File: src/vic_pkg.sv
// constants, register map and carrier types for the voice path
package vic_pkg;
  // register offsets (byte addresses on the register port)
  localparam logic [15:0] A_TXP_MODE = 16'h252D;
  localparam logic [15:0] A_RX_CTRL = 16'h2538;
  localparam logic [15:0] A_RX_SDIV = 16'h253A;
  localparam logic [15:0] A_RX_MDIV = 16'h253B;
  localparam logic [15:0] A_RX_BDIV = 16'h253C;
  localparam logic [15:0] A_RX_MODE = 16'h253D;
  localparam logic [15:0] A_ENC_CTRL = 16'h2745;
  localparam logic [15:0] A_ENC_MH = 16'h2746;
  localparam logic [15:0] A_ENC_ML = 16'h2747;
  localparam logic [15:0] A_DEC_CTRL = 16'h274D;
  localparam logic [15:0] A_DEC_MH = 16'h274E;
  localparam logic [15:0] A_DEC_ML = 16'h274F;
  localparam logic [15:0] A_TXF_DATA = 16'h2750;
  localparam logic [15:0] A_TXF_MUTE = 16'h2751;
  localparam logic [15:0] A_TXF_CTRL = 16'h2752;
  localparam logic [15:0] A_TXF_RP = 16'h2753;
  localparam logic [15:0] A_TXF_WP = 16'h2754;
  localparam logic [15:0] A_TXF_STS = 16'h275A;
  localparam logic [15:0] A_DMA_LEN = 16'h275B;
  localparam logic [15:0] A_TXF_ERR = 16'h275C;
  // values after reset and storable bits
  localparam logic [7:0] RX_CTRL_RST = 8'hC0;
  localparam logic [7:0] RX_MODE_RST = 8'h7E;
  localparam logic [7:0] REG_ZERO = 8'h00;
  localparam logic [7:0] ENC_RW_MASK = 8'h3D;
  localparam logic [7:0] DEC_RW_MASK = 8'hBD;
  // field positions: interface control
  localparam int B_MS = 7, F_FMT = 5, F_WL = 3, B_SWAP = 2, B_FPOL = 1, B_BINV = 0;
  // field positions: port mode
  localparam int B_CLOCK_SHARE = 7, B_MASTER_CLOCK_IDLE_LEVEL = 6, B_FEDGE = 5, B_WIDE = 4, B_PUSH = 3, F_CHM = 1, B_CLKEN = 0;
  // field positions: codec control
  localparam int B_LPB = 7, B_CWIDE = 5, B_CMUT = 4, F_ALG = 2, B_INI = 1, B_ENA = 0;
  // field positions: fifo control, status and error
  localparam int B_DMA = 3, B_FMUT = 2, B_CLR = 1, B_FILL = 0;
  localparam int B_ZERO = 4, B_PSH = 3, B_POP = 2, B_OVF = 1, B_UDF = 0;
  // fifo size and word lengths per code
  localparam int TXF_DEPTH = 128;
  localparam logic [6:0] FILL_LAST = 7'h7F;
  localparam logic [5:0] WL_BITS [4] = '{6'h10, 6'h14, 6'h18, 6'h20};
  // modes
  typedef enum logic [1:0] {FMT_I2S, FMT_LJ, FMT_RJ, FMT_DSP} vic_fmt_t;
  typedef enum logic [1:0] {CH_ZERO, CH_RIGHT, CH_LEFT, CH_BOTH} vic_chm_t;
  typedef enum logic [1:0] {ALG_NONE, ALG_MULAW, ALG_ALAW, ALG_ADPCM} vic_alg_t;
  // carriers
  typedef struct packed {
    logic valid;
    vic_alg_t alg;
    logic wide;
    logic init;
    logic [15:0] data;
  } vic_codec_req_t;
  typedef struct packed {
    logic valid;
    logic [7:0] data;
  } vic_byte_t;
  typedef struct packed {
    logic valid;
    logic [15:0] data;
  } vic_word_t;
endpackage

File: src/vic_voice.sv
// voice receive port, codec control, voice transmit fifo and its dma
//
// The plain strobed port is this design's own decision.
`timescale 1ns/1ps
module vic_voice
  import vic_pkg::*;
(
  // clock and reset
  input wire logic ref_clk,
  input wire logic arst_n,
  // register port
  input wire logic [15:0] reg_addr,
  input wire logic [7:0] reg_wdata,
  input wire logic reg_wr,
  input wire logic reg_rd,
  output logic [7:0] reg_rdata,
  // serial pins of the receive port
  output logic mclk_o,
  output logic mclk_oe,
  input wire logic bclk_i,
  output logic bclk_o,
  output logic bclk_oe,
  input wire logic frame_clock_i,
  output logic frame_clock_o,
  output logic frame_clock_oe,
  input wire logic sdata_i,
  // transmit port clocks and enable
  input wire logic tx_bclk,
  input wire logic tx_frame_clock,
  output logic tx_port_enable,
  // codec engine
  output vic_codec_req_t enc_req,
  input wire vic_byte_t enc_res,
  output vic_codec_req_t dec_req,
  input wire vic_byte_t dec_src,
  input wire vic_word_t dec_res,
  output vic_word_t dec_pcm,
  // radio mac side
  output vic_byte_t mac_tx,
  input wire logic mac_ready
);

  logic [7:0] rx_ctrl_q, sdiv_q, mdiv_q, bdiv_q, rx_mode_q, txp_q;
  logic [7:0] enc_ctrl_q, dec_ctrl_q, emh_q, eml_q, dmh_q, dml_q;
  logic [7:0] fmute_q, rp_q, wp_q, dma_len_q, dma_rem_q, rdata_q;
  logic fmut_q, ovf_q, udf_q, fill_q;
  logic [6:0] fill_idx_q;
  logic [7:0] fifo_mem [TXF_DEPTH];

  // register writes that steer the block
  always_ff @(posedge ref_clk or negedge arst_n) begin
    if (!arst_n) begin
      rx_ctrl_q <= RX_CTRL_RST;
      rx_mode_q <= RX_MODE_RST;
      {sdiv_q, mdiv_q, bdiv_q, txp_q, enc_ctrl_q, dec_ctrl_q} <= {6{REG_ZERO}};
      {emh_q, eml_q, dmh_q, dml_q, fmute_q, dma_len_q} <= {6{REG_ZERO}};
      fmut_q <= 1'b0;
    end else if (reg_wr) begin
      case (reg_addr)
        A_TXP_MODE: txp_q <= {7'h00, reg_wdata[B_CLKEN]};
        A_RX_CTRL: rx_ctrl_q <= reg_wdata;
        A_RX_SDIV: sdiv_q <= reg_wdata;
        A_RX_MDIV: mdiv_q <= reg_wdata;
        A_RX_BDIV: bdiv_q <= reg_wdata;
        A_RX_MODE: rx_mode_q <= reg_wdata;
        A_ENC_CTRL: enc_ctrl_q <= reg_wdata & ENC_RW_MASK;
        A_ENC_MH: emh_q <= reg_wdata;
        A_ENC_ML: eml_q <= reg_wdata;
        A_DEC_CTRL: dec_ctrl_q <= reg_wdata & DEC_RW_MASK;
        A_DEC_MH: dmh_q <= reg_wdata;
        A_DEC_ML: dml_q <= reg_wdata;
        A_TXF_MUTE: fmute_q <= reg_wdata;
        A_TXF_CTRL: fmut_q <= reg_wdata[B_FMUT];
        A_DMA_LEN: dma_len_q <= reg_wdata;
        default: ;
      endcase
    end
  end

  // field decode
  wire master = rx_ctrl_q[B_MS];
  wire vic_fmt_t fmt = vic_fmt_t'(rx_ctrl_q[F_FMT+:2]);
  wire [1:0] wl = rx_ctrl_q[F_WL+:2];
  wire [5:0] wlb = WL_BITS[wl];
  wire swap = rx_ctrl_q[B_SWAP];
  wire fpol = rx_ctrl_q[B_FPOL];
  wire binv = rx_ctrl_q[B_BINV];
  wire share = rx_mode_q[B_CLOCK_SHARE];
  wire master_clock_idle_level = rx_mode_q[B_MASTER_CLOCK_IDLE_LEVEL];
  wire fedge = rx_mode_q[B_FEDGE];
  wire wide = rx_mode_q[B_WIDE];
  wire push = rx_mode_q[B_PUSH];
  wire vic_chm_t chm = vic_chm_t'(rx_mode_q[F_CHM+:2]);
  wire en = rx_mode_q[B_CLKEN];
  wire dsp = (fmt == FMT_DSP);
  assign tx_port_enable = txp_q[B_CLKEN];

  // master clock: half period of sdiv system clocks
  logic [7:0] mcnt_q;
  logic mclk_q;
  wire mclk_run = master && en && (sdiv_q != 8'h00);
  wire mclk_tog = mclk_run && (mcnt_q == sdiv_q - 8'h01);
  always_ff @(posedge ref_clk or negedge arst_n) begin
    if (!arst_n) begin
      mcnt_q <= 8'h00;
      mclk_q <= 1'b1;
    end else if (!mclk_run) begin
      mcnt_q <= 8'h00;
      mclk_q <= ~master_clock_idle_level;
    end else begin
      mcnt_q <= mclk_tog ? 8'h00 : mcnt_q + 8'h01;
      mclk_q <= mclk_q ^ mclk_tog;
    end
  end

  // bit clock: counts master clock half periods
  logic [8:0] bcnt_q;
  logic bclk_q;
  wire bclk_run = mclk_run && (mdiv_q != 8'h00);
  // an sdiv of exactly one takes the plain form of mdiv, every other sdiv the doubled form
  wire [8:0] blim = (sdiv_q == 8'h01) ? {1'b0, mdiv_q} : {mdiv_q, 1'b0};
  wire btog = bclk_run && mclk_tog && (bcnt_q == blim - 9'h001);
  wire b_rise = btog && !bclk_q;
  wire b_fall = btog && bclk_q;
  always_ff @(posedge ref_clk or negedge arst_n) begin
    if (!arst_n) begin
      bcnt_q <= 9'h000;
      bclk_q <= 1'b0;
    end else if (!bclk_run) begin
      bcnt_q <= 9'h000;
      bclk_q <= 1'b0;
    end else if (mclk_tog) begin
      bcnt_q <= btog ? 9'h000 : bcnt_q + 9'h001;
      bclk_q <= bclk_q ^ btog;
    end
  end

  // frame clock: one step per bit clock period on the chosen edge
  logic [7:0] fcnt_q;
  logic frame_clock_q;
  wire frame_run = bclk_run && (bdiv_q != 8'h00);
  wire f_ev = fedge ? b_rise : b_fall;
  wire f_wrap = (fcnt_q == bdiv_q - 8'h01);
  always_ff @(posedge ref_clk or negedge arst_n) begin
    if (!arst_n) begin
      fcnt_q <= 8'h00;
      frame_clock_q <= 1'b0;
    end else if (!frame_run) begin
      fcnt_q <= 8'h00;
      frame_clock_q <= 1'b0;
    end else if (f_ev) begin
      fcnt_q <= f_wrap ? 8'h00 : fcnt_q + 8'h01;
      frame_clock_q <= dsp ? f_wrap : (frame_clock_q ^ f_wrap);
    end
  end

  // pins are driven only while the port is master and enabled
  wire drive = master && en;
  assign mclk_o = mclk_q;
  assign bclk_o = bclk_q ^ binv;
  assign frame_clock_o = frame_clock_q;
  assign mclk_oe = drive;
  assign bclk_oe = drive;
  assign frame_clock_oe = drive;

  // pin synchronisers {data, frame, bit}; a level is taken once stages two and three agree
  logic [2:0] sy1_q, sy2_q, sy3_q, syf_q;
  wire [2:0] agree = ~(sy2_q ^ sy3_q);
  always_ff @(posedge ref_clk or negedge arst_n) begin
    if (!arst_n) begin
      {sy1_q, sy2_q, sy3_q, syf_q} <= 12'h000;
    end else begin
      sy1_q <= {sdata_i, frame_clock_i, bclk_i};
      sy2_q <= sy1_q;
      sy3_q <= sy2_q;
      syf_q <= (agree & sy3_q) | (~agree & syf_q);
    end
  end

  // clock source: own clocks, shared transmit clocks or pins
  wire slave_b = share ? tx_bclk : syf_q[0];
  wire slave_l = share ? tx_frame_clock : syf_q[1];
  wire src_b = master ? bclk_q : (slave_b ^ binv);
  wire src_l = master ? frame_clock_q : slave_l;
  wire src_d = syf_q[2];

  // receiver: sample on the rising edge of the normalised bit clock
  logic bn_q, lr_q, cur_right_q, primed_q;
  logic [6:0] cnt_q;
  logic [31:0] sh_q;
  wire samp = en && src_b && !bn_q;
  wire raw_right = (fmt == FMT_I2S) ? src_l : ~src_l;
  wire right_now = raw_right ^ fpol ^ swap;
  wire chg = right_now != cur_right_q;
  wire dsp_start = src_l && !lr_q;
  wire [6:0] cnt_base = (dsp ? dsp_start : chg) ? 7'h00 : cnt_q;
  wire [31:0] sh_base = (!dsp && chg) ? 32'h0000_0000 : sh_q;
  wire take_i2s = (cnt_base != 7'h00) && (cnt_base <= {1'b0, wlb});
  wire take_dsp = (cnt_base != 7'h00) && (cnt_base <= {wlb, 1'b0});
  wire take = dsp ? take_dsp : (fmt == FMT_RJ) ? 1'b1 :
              (fmt == FMT_I2S) ? take_i2s : (cnt_base < {1'b0, wlb});
  wire [31:0] sh_shift = take ? {sh_base[30:0], src_d} : sh_base;
  wire slot0 = cnt_base == {1'b0, wlb};
  wire dsp_emit = dsp && take && (slot0 || cnt_base == {wlb, 1'b0});
  wire emit = samp && (dsp ? dsp_emit : (chg && primed_q));
  wire [31:0] ew = dsp ? sh_shift : sh_q;
  wire emit_right = dsp ? (!slot0 ^ swap) : cur_right_q;
  always_ff @(posedge ref_clk or negedge arst_n) begin
    if (!arst_n) begin
      {bn_q, lr_q, cur_right_q, primed_q} <= 4'h0;
      cnt_q <= 7'h00;
      sh_q <= 32'h0000_0000;
    end else if (!en) begin
      {bn_q, lr_q, cur_right_q, primed_q} <= 4'h0;
      cnt_q <= 7'h00;
      sh_q <= 32'h0000_0000;
    end else begin
      bn_q <= src_b;
      if (samp) begin
        lr_q <= src_l;
        cur_right_q <= right_now;
        primed_q <= primed_q | chg;
        cnt_q <= (cnt_base == 7'h7F) ? cnt_base : cnt_base + 7'h01;
        sh_q <= dsp_emit ? 32'h0000_0000 : sh_shift;
      end
    end
  end

  // word to 16 bits, channel mode, then forward width
  wire [15:0] aligned = (wl == 2'h0) ? ew[15:0] : (wl == 2'h1) ? ew[19:4] :
                        (wl == 2'h2) ? ew[23:8] : ew[31:16];
  wire pass = (chm == CH_BOTH) || (chm == CH_RIGHT && emit_right) ||
              (chm == CH_LEFT && !emit_right);
  wire [15:0] chv = pass ? aligned : 16'h0000;
  wire fwd = emit && push;
  wire [15:0] fwd_data = wide ? chv : {8'h00, chv[15:8]};

  // codec control
  wire enc_ini = reg_wr && (reg_addr == A_ENC_CTRL) && reg_wdata[B_INI];
  wire dec_ini = reg_wr && (reg_addr == A_DEC_CTRL) && reg_wdata[B_INI];
  wire enc_mut = enc_ctrl_q[B_CMUT];
  wire dec_mut = dec_ctrl_q[B_CMUT];
  wire codec_loopback = dec_ctrl_q[B_LPB];
  wire vic_byte_t dec_in = codec_loopback ? enc_res : dec_src;
  vic_codec_req_t enc_q, dec_q;
  vic_word_t pcm_q;
  always_ff @(posedge ref_clk or negedge arst_n) begin
    if (!arst_n) begin
      enc_q <= '0;
      dec_q <= '0;
      pcm_q <= '0;
    end else begin
      enc_q.valid <= fwd && enc_ctrl_q[B_ENA];
      enc_q.alg <= vic_alg_t'(enc_ctrl_q[F_ALG+:2]);
      enc_q.wide <= enc_ctrl_q[B_CWIDE];
      enc_q.init <= enc_ini;
      enc_q.data <= enc_mut ? {emh_q, eml_q} : fwd_data;
      dec_q.valid <= dec_in.valid && dec_ctrl_q[B_ENA];
      dec_q.alg <= vic_alg_t'(dec_ctrl_q[F_ALG+:2]);
      dec_q.wide <= dec_ctrl_q[B_CWIDE];
      dec_q.init <= dec_ini;
      dec_q.data <= {8'h00, dec_in.data};
      pcm_q.valid <= dec_res.valid && dec_ctrl_q[B_ENA];
      pcm_q.data <= dec_mut ? {dmh_q, dml_q} : dec_res.data;
    end
  end
  assign enc_req = enc_q;
  assign dec_req = dec_q;
  assign dec_pcm = pcm_q;

  // transmit fifo decode; a software write beside an encoder byte wins and loses that byte
  wire f_clr = reg_wr && (reg_addr == A_TXF_CTRL) && reg_wdata[B_CLR];
  wire f_fill = reg_wr && (reg_addr == A_TXF_CTRL) && reg_wdata[B_FILL];
  wire f_dma = reg_wr && (reg_addr == A_TXF_CTRL) && reg_wdata[B_DMA];
  wire sw_push = reg_wr && (reg_addr == A_TXF_DATA);
  wire sw_pop = reg_rd && (reg_addr == A_TXF_DATA);
  wire empty = (wp_q == rp_q);
  wire full = ((wp_q ^ rp_q) == 8'h80);
  wire push_req = sw_push || enc_res.valid;
  wire [7:0] push_data = sw_push ? reg_wdata : enc_res.data;
  wire push_ok = push_req && !full && !fill_q && !f_clr;
  wire dma_pop = (dma_rem_q != 8'h00) && mac_ready && !sw_pop && !empty && !fill_q;
  wire pop_ok = ((sw_pop && !empty && !fill_q) || dma_pop) && !f_clr;
  wire ovf_set = (push_req && full) || (sw_push && enc_res.valid);
  wire udf_set = sw_pop && empty;
  wire [7:0] head = fmut_q ? fmute_q : fifo_mem[rp_q[6:0]];

  // storage; fill walks every entry writing the mute value
  always_ff @(posedge ref_clk) begin
    if (fill_q) begin
      fifo_mem[fill_idx_q] <= fmute_q;
    end else if (push_ok) begin
      fifo_mem[wp_q[6:0]] <= push_data;
    end
  end

  // pointers and flags; a new error beats a clear in the same cycle
  always_ff @(posedge ref_clk or negedge arst_n) begin
    if (!arst_n) begin
      {rp_q, wp_q} <= 16'h0000;
      {ovf_q, udf_q, fill_q} <= 3'h0;
      fill_idx_q <= 7'h00;
    end else begin
      if (f_clr) begin
        {rp_q, wp_q} <= 16'h0000;
      end else begin
        if (reg_wr && reg_addr == A_TXF_WP) begin
          wp_q <= reg_wdata;
        end else if (push_ok) begin
          wp_q <= wp_q + 8'h01;
        end
        if (reg_wr && reg_addr == A_TXF_RP) begin
          rp_q <= reg_wdata;
        end else if (pop_ok) begin
          rp_q <= rp_q + 8'h01;
        end
      end
      ovf_q <= ovf_set || (ovf_q && !f_clr);
      udf_q <= udf_set || (udf_q && !f_clr);
      if (f_fill) begin
        fill_q <= 1'b1;
        fill_idx_q <= 7'h00;
      end else if (fill_q) begin
        fill_q <= (fill_idx_q != FILL_LAST);
        fill_idx_q <= fill_idx_q + 7'h01;
      end
    end
  end

  // dma: start bit never stores, it only loads the byte count
  vic_byte_t mac_q;
  always_ff @(posedge ref_clk or negedge arst_n) begin
    if (!arst_n) begin
      dma_rem_q <= 8'h00;
      mac_q <= '0;
    end else begin
      if (f_dma) begin
        dma_rem_q <= dma_len_q;
      end else if (dma_pop || f_clr) begin
        dma_rem_q <= f_clr ? 8'h00 : dma_rem_q - 8'h01;
      end
      mac_q.valid <= dma_pop && !f_clr;
      mac_q.data <= head;
    end
  end
  assign mac_tx = mac_q;

  // read selection; data port reads return the head byte and pop it
  logic [7:0] rd_mux;
  wire [7:0] sts = {3'h0, fill_q, push_ok, pop_ok || (dma_rem_q != 8'h00), 2'h0};
  always_comb begin
    case (reg_addr)
      A_TXP_MODE: rd_mux = txp_q;
      A_RX_CTRL: rd_mux = rx_ctrl_q;
      A_RX_SDIV: rd_mux = sdiv_q;
      A_RX_MDIV: rd_mux = mdiv_q;
      A_RX_BDIV: rd_mux = bdiv_q;
      A_RX_MODE: rd_mux = rx_mode_q;
      A_ENC_CTRL: rd_mux = enc_ctrl_q;
      A_ENC_MH: rd_mux = emh_q;
      A_ENC_ML: rd_mux = eml_q;
      A_DEC_CTRL: rd_mux = dec_ctrl_q;
      A_DEC_MH: rd_mux = dmh_q;
      A_DEC_ML: rd_mux = dml_q;
      A_TXF_DATA: rd_mux = (empty && !fmut_q) ? 8'h00 : head;
      A_TXF_MUTE: rd_mux = fmute_q;
      A_TXF_CTRL: rd_mux = {5'h00, fmut_q, 2'h0};
      A_TXF_RP: rd_mux = rp_q;
      A_TXF_WP: rd_mux = wp_q;
      A_TXF_STS: rd_mux = sts;
      A_DMA_LEN: rd_mux = dma_len_q;
      A_TXF_ERR: rd_mux = {6'h00, ovf_q, udf_q};
      default: rd_mux = 8'h00;
    endcase
  end

  // read data stands only in the cycle after the strobe
  always_ff @(posedge ref_clk or negedge arst_n) begin
    if (!arst_n) begin
      rdata_q <= 8'h00;
    end else begin
      rdata_q <= reg_rd ? rd_mux : 8'h00;
    end
  end
  assign reg_rdata = rdata_q;

endmodule // vic_voice

File: config.mk
export PLATFORM = sky130hd
export DESIGN_NAME = vic_voice
export DESIGN_NICKNAME = d
export VERILOG_FILES = /design/src/vic_pkg.sv /design/src/vic_voice.sv
export SDC_FILE = /design/constraint.sdc
export NUM_CORES = 2
export LEC_CHECK = 0
export BUFFER_PORTS_ARGS = -buffer_cell sky130_fd_sc_hd__buf_2
export CAP_MARGIN = 20
export CELL_PAD_IN_SITES_DETAIL_PLACEMENT = 0
export CELL_PAD_IN_SITES_GLOBAL_PLACEMENT = 2
export CORE_ASPECT_RATIO = 1.25
export CORE_MARGIN = 2
export CORE_UTILIZATION = 40
export DETAILED_ROUTE_END_ITERATION = 12
export PLACE_DENSITY = 0.7
export RECOVER_POWER = 25
export SLEW_MARGIN = 20
export SYNTH_ARGS = -nofsm -noshare
export SYNTH_HDL_FRONTEND = slang
export SYNTH_SLANG_ARGS = --single-unit
File: constraint.sdc
create_clock -name ref_clk -period 13.5 [get_ports ref_clk]
set_input_delay 0 -clock ref_clk [delete_from_list [all_inputs] [get_ports ref_clk]]
set_output_delay 0 -clock ref_clk [all_outputs]
set_load 0.1 [all_outputs]
==> results.toml <==
[worst_setup_path]
startpoint = "rp_q[3]"
path_delay_family = "buffers and inverters"
critPathBufInv = 3
worstPathArrival_ns = 8.14
required_ns = 13.96
cp_max_fo = 65
worstSetupPathType = "register to register"
cpPeakStageDelay_ns = 2.11
crit_top_cell = "clkbuf_1"
worstSetupEndpointType = "register"
path_cells = "xnor2_1, nand3_1, nor3b_1, a2111oi_0, clkbuf_1, nor2_1, a21oi_4, clkbuf_1, buf_4"
cpMaxStageDelayCell = "clkbuf_1"
cp-start-kind = "register"
timing.rr.start = "rp_q[3]"

[detailed_routing]
routed_wl_um = 156000
wl_met3_um = 7300
highest_layer = "met4"
ant_nets = 0
drc = 0
avgRoutedWirePerCell_um = 28.8
drt_iter0_drc = 3106
wl_met2_um = 81500
vias = 31426
vias_per_cell = 5.81
wl_met1_um = 60800
firstDrtPassIters = 6

[hold_path]
holdCritPathClass = "primary input to register"
min-delay-start = "dec_res[7]"

[timing]
worst_slack_ns = 5.82
maxSlewViolCount = 543
final.min_clock_period_ns = 7.68
tns_ns = 0
fin_worst_skew_ns = 0.0447
setup_viol = 0
rsz0062_at_grt = "false"
finalCritPeriodShare = 0.569
worst_slew_pin_slew_ns = 5.32
clock.fmax_mhz = 130
hold_viol = 0
slew_headroom = -2.55

[grt]
grt_pass1_vias = 32505
track_usage = 0.218
grt_first_pass_wirelength_um = 229000
antenna_found_initial = 2
grt-ovfl-total = 0
grt_max_degree = 111

[synthesis]
ys_types = 91
synthArstFlopShare = 0.218
synth_edf_count = 1024
synth_common_cells = "1024 x edfxtp_1, 356 x mux4_2, 277 x dfrtp_1"
synth_top_cell_area_share = 0.551
synth_most_common_cell = "edfxtp_1"
ys_seq_area_frac = 0.679
netlist_instances = 3211
synth-xor-area-share = 0.0128
synth_top_family_by_area = "multiplexers"
synthSimpleGateAreaFrac = 0.0573
ys_ff_latch = 1310
synth_area_mm2 = 0.0558
synthFlopType = "edfxtp_1"
synthAdderAreaFrac = 0.00587
yosys_warnings = 0
synth_area_leaders = "edfxtp_1 55%, mux4_2 14%, dfrtp_1 12%"
yosysTopAreaCell = "edfxtp_1"
synth_compound_area_frac = 0.0463
syn_avg_cell_area_um2 = 17.4
synth_mux_area_frac = 0.180

[pwr]
peakVddDrop_mv = 0.181
power_density_mw_per_mm2 = 172
p_leak_nw = 21.5
p_total_mw = 11.0

[status]
status = "complete, but fails checks"
violations = "max-capacitance violations, max-slew violations"

[clock_tree]
h-tree-depth = 4
cts_resized = 0
clk_pin_slew_worst_paths_ns = 0.06
cts_buffers = 136
clock_latency_ns = 0.77
cts_root_buffer = "clkbuf_16"
clock-sinks = 1310
cts_tree = "done"
clockBufferDepth = 3

[place]
portBuffers = 143
post-dp-hpwl_um = 101000
gp_congestion = 0.841
place_area_mm2 = 0.0587
place_ws_ns = 8.17

[floorplan]
die_w_um = 338
row_count = 153
coreArea_mm2 = 0.139
die_area_mm2 = 0.143
start_util = 0.402
io_pins = 152
die_y_um = 422

[cells_and_area]
drive_gt1_frac = 0.245
layout-area-overhead-vs-synth_pct = 14.6
nets = 3531
final_cell_area_mm2 = 0.0639

[job]
cap_violations = 11
## worst paths after layout
kind | endpoint | slack [ns] | depth (start not counted)
max | fifo_mem[56][7] | 5.82 | 9
min | dec_pcm[7] | 0.07 | 3
max reg2reg | fifo_mem[56][7] | 5.82 | 9
min reg2reg | sy2_q[1] | 0.35 | 0
max in group asynchronous | dec_pcm[8] | 6.40 | 5
min in group asynchronous | rx_mode_q[4] | 0.86 | 3
## through the flow
stage               utilization  hold WS, ns  std cells
floorplan                     -       -0.296       3218
global placement          0.423        0.101       5067
detailed placement        0.423        0.110       5067
CTS                       0.462      0.00889       5402
global route              0.461       0.0421       5405
finish                    0.461       0.0705       5406
## final cells by class
| class | instances | area, um^2 |
|---|---|---|
| fillers | 11862 | 74800 |
| flip-flops and latches | 1310 | 37900 |
| multi-input cells | 1660 | 17100 |
| clock buffers | 155 | 3580 |
| well taps | 1860 | 2330 |
| repair buffers | 289 | 1930 |
| clock inverters | 89 | 917 |
| inverters | 42 | 158 |
| diodes | 1 | 2.50 |
## cells in the final DEF (no fill, tap or decap), types with 48 or more instances in the layout
cell type / netlist / final
o21ai_0: 47 / 49
clkbuf_1: 144 / 106
clkbuf_16: 0 / 140
mux4_2: 356 / 356
edfxtp_1: 1024 / 1024
nand2_1: 127 / 127
buf_2: 8 / 65
nor2_1: 229 / 225
xnor2_1: 48 / 48
nand3_1: 56 / 56
dlygate4sd3_1: 0 / 90
dfrtp_1: 277 / 274
mux2_2: 151 / 148
## state kept, by name (all words and copies together), names as in the netlist, 9 cells and up, named ones only
signal / cells
dec_pcm: 17
bcnt_q: 9
mac_tx: 9
dec_req: 13
sh_q: 32
enc_req: 21
fifo_mem: 1024
## metal layers
layer  up-vias  GRT usage
met5         -          0
met4         0     0.0885
met3       281     0.0283
met2      1099      0.382
met1     16662      0.275
li1      13384          -
## repair_timing
action | in CTS | in global routing
hold buffers | 91 | 0
hold endpoints to repair | 276 | 0
setup buffers | 0 | 0
## worst min-delay path, delay by kind of cell
| kind | cells | cell delay [ns] |
|---|---|---|
| multiplexers | 1 | 0.15 |
| buffers and inverters | 2 | 0.66 |
## cell families after synthesis
kind of cell | count (synthesis)
buf+inv | 248
other cells | 1
flops | 1310
xor+xnor | 80
simple gates | 651
fa+ha+maj | 27
mux | 542
compound gates | 352
## report_power, final
group	internal, mW	switching [mW]	leakage (nW)	total [mW]
logic	1.21	1.36	6.24	2.57
registers	4.45	0.161	13.1	4.62
clock network	2.22	1.59	2.19	3.81
total	7.88	3.12	21.5	11.0
No activity file was read; power rests on OpenSTA's default activity.
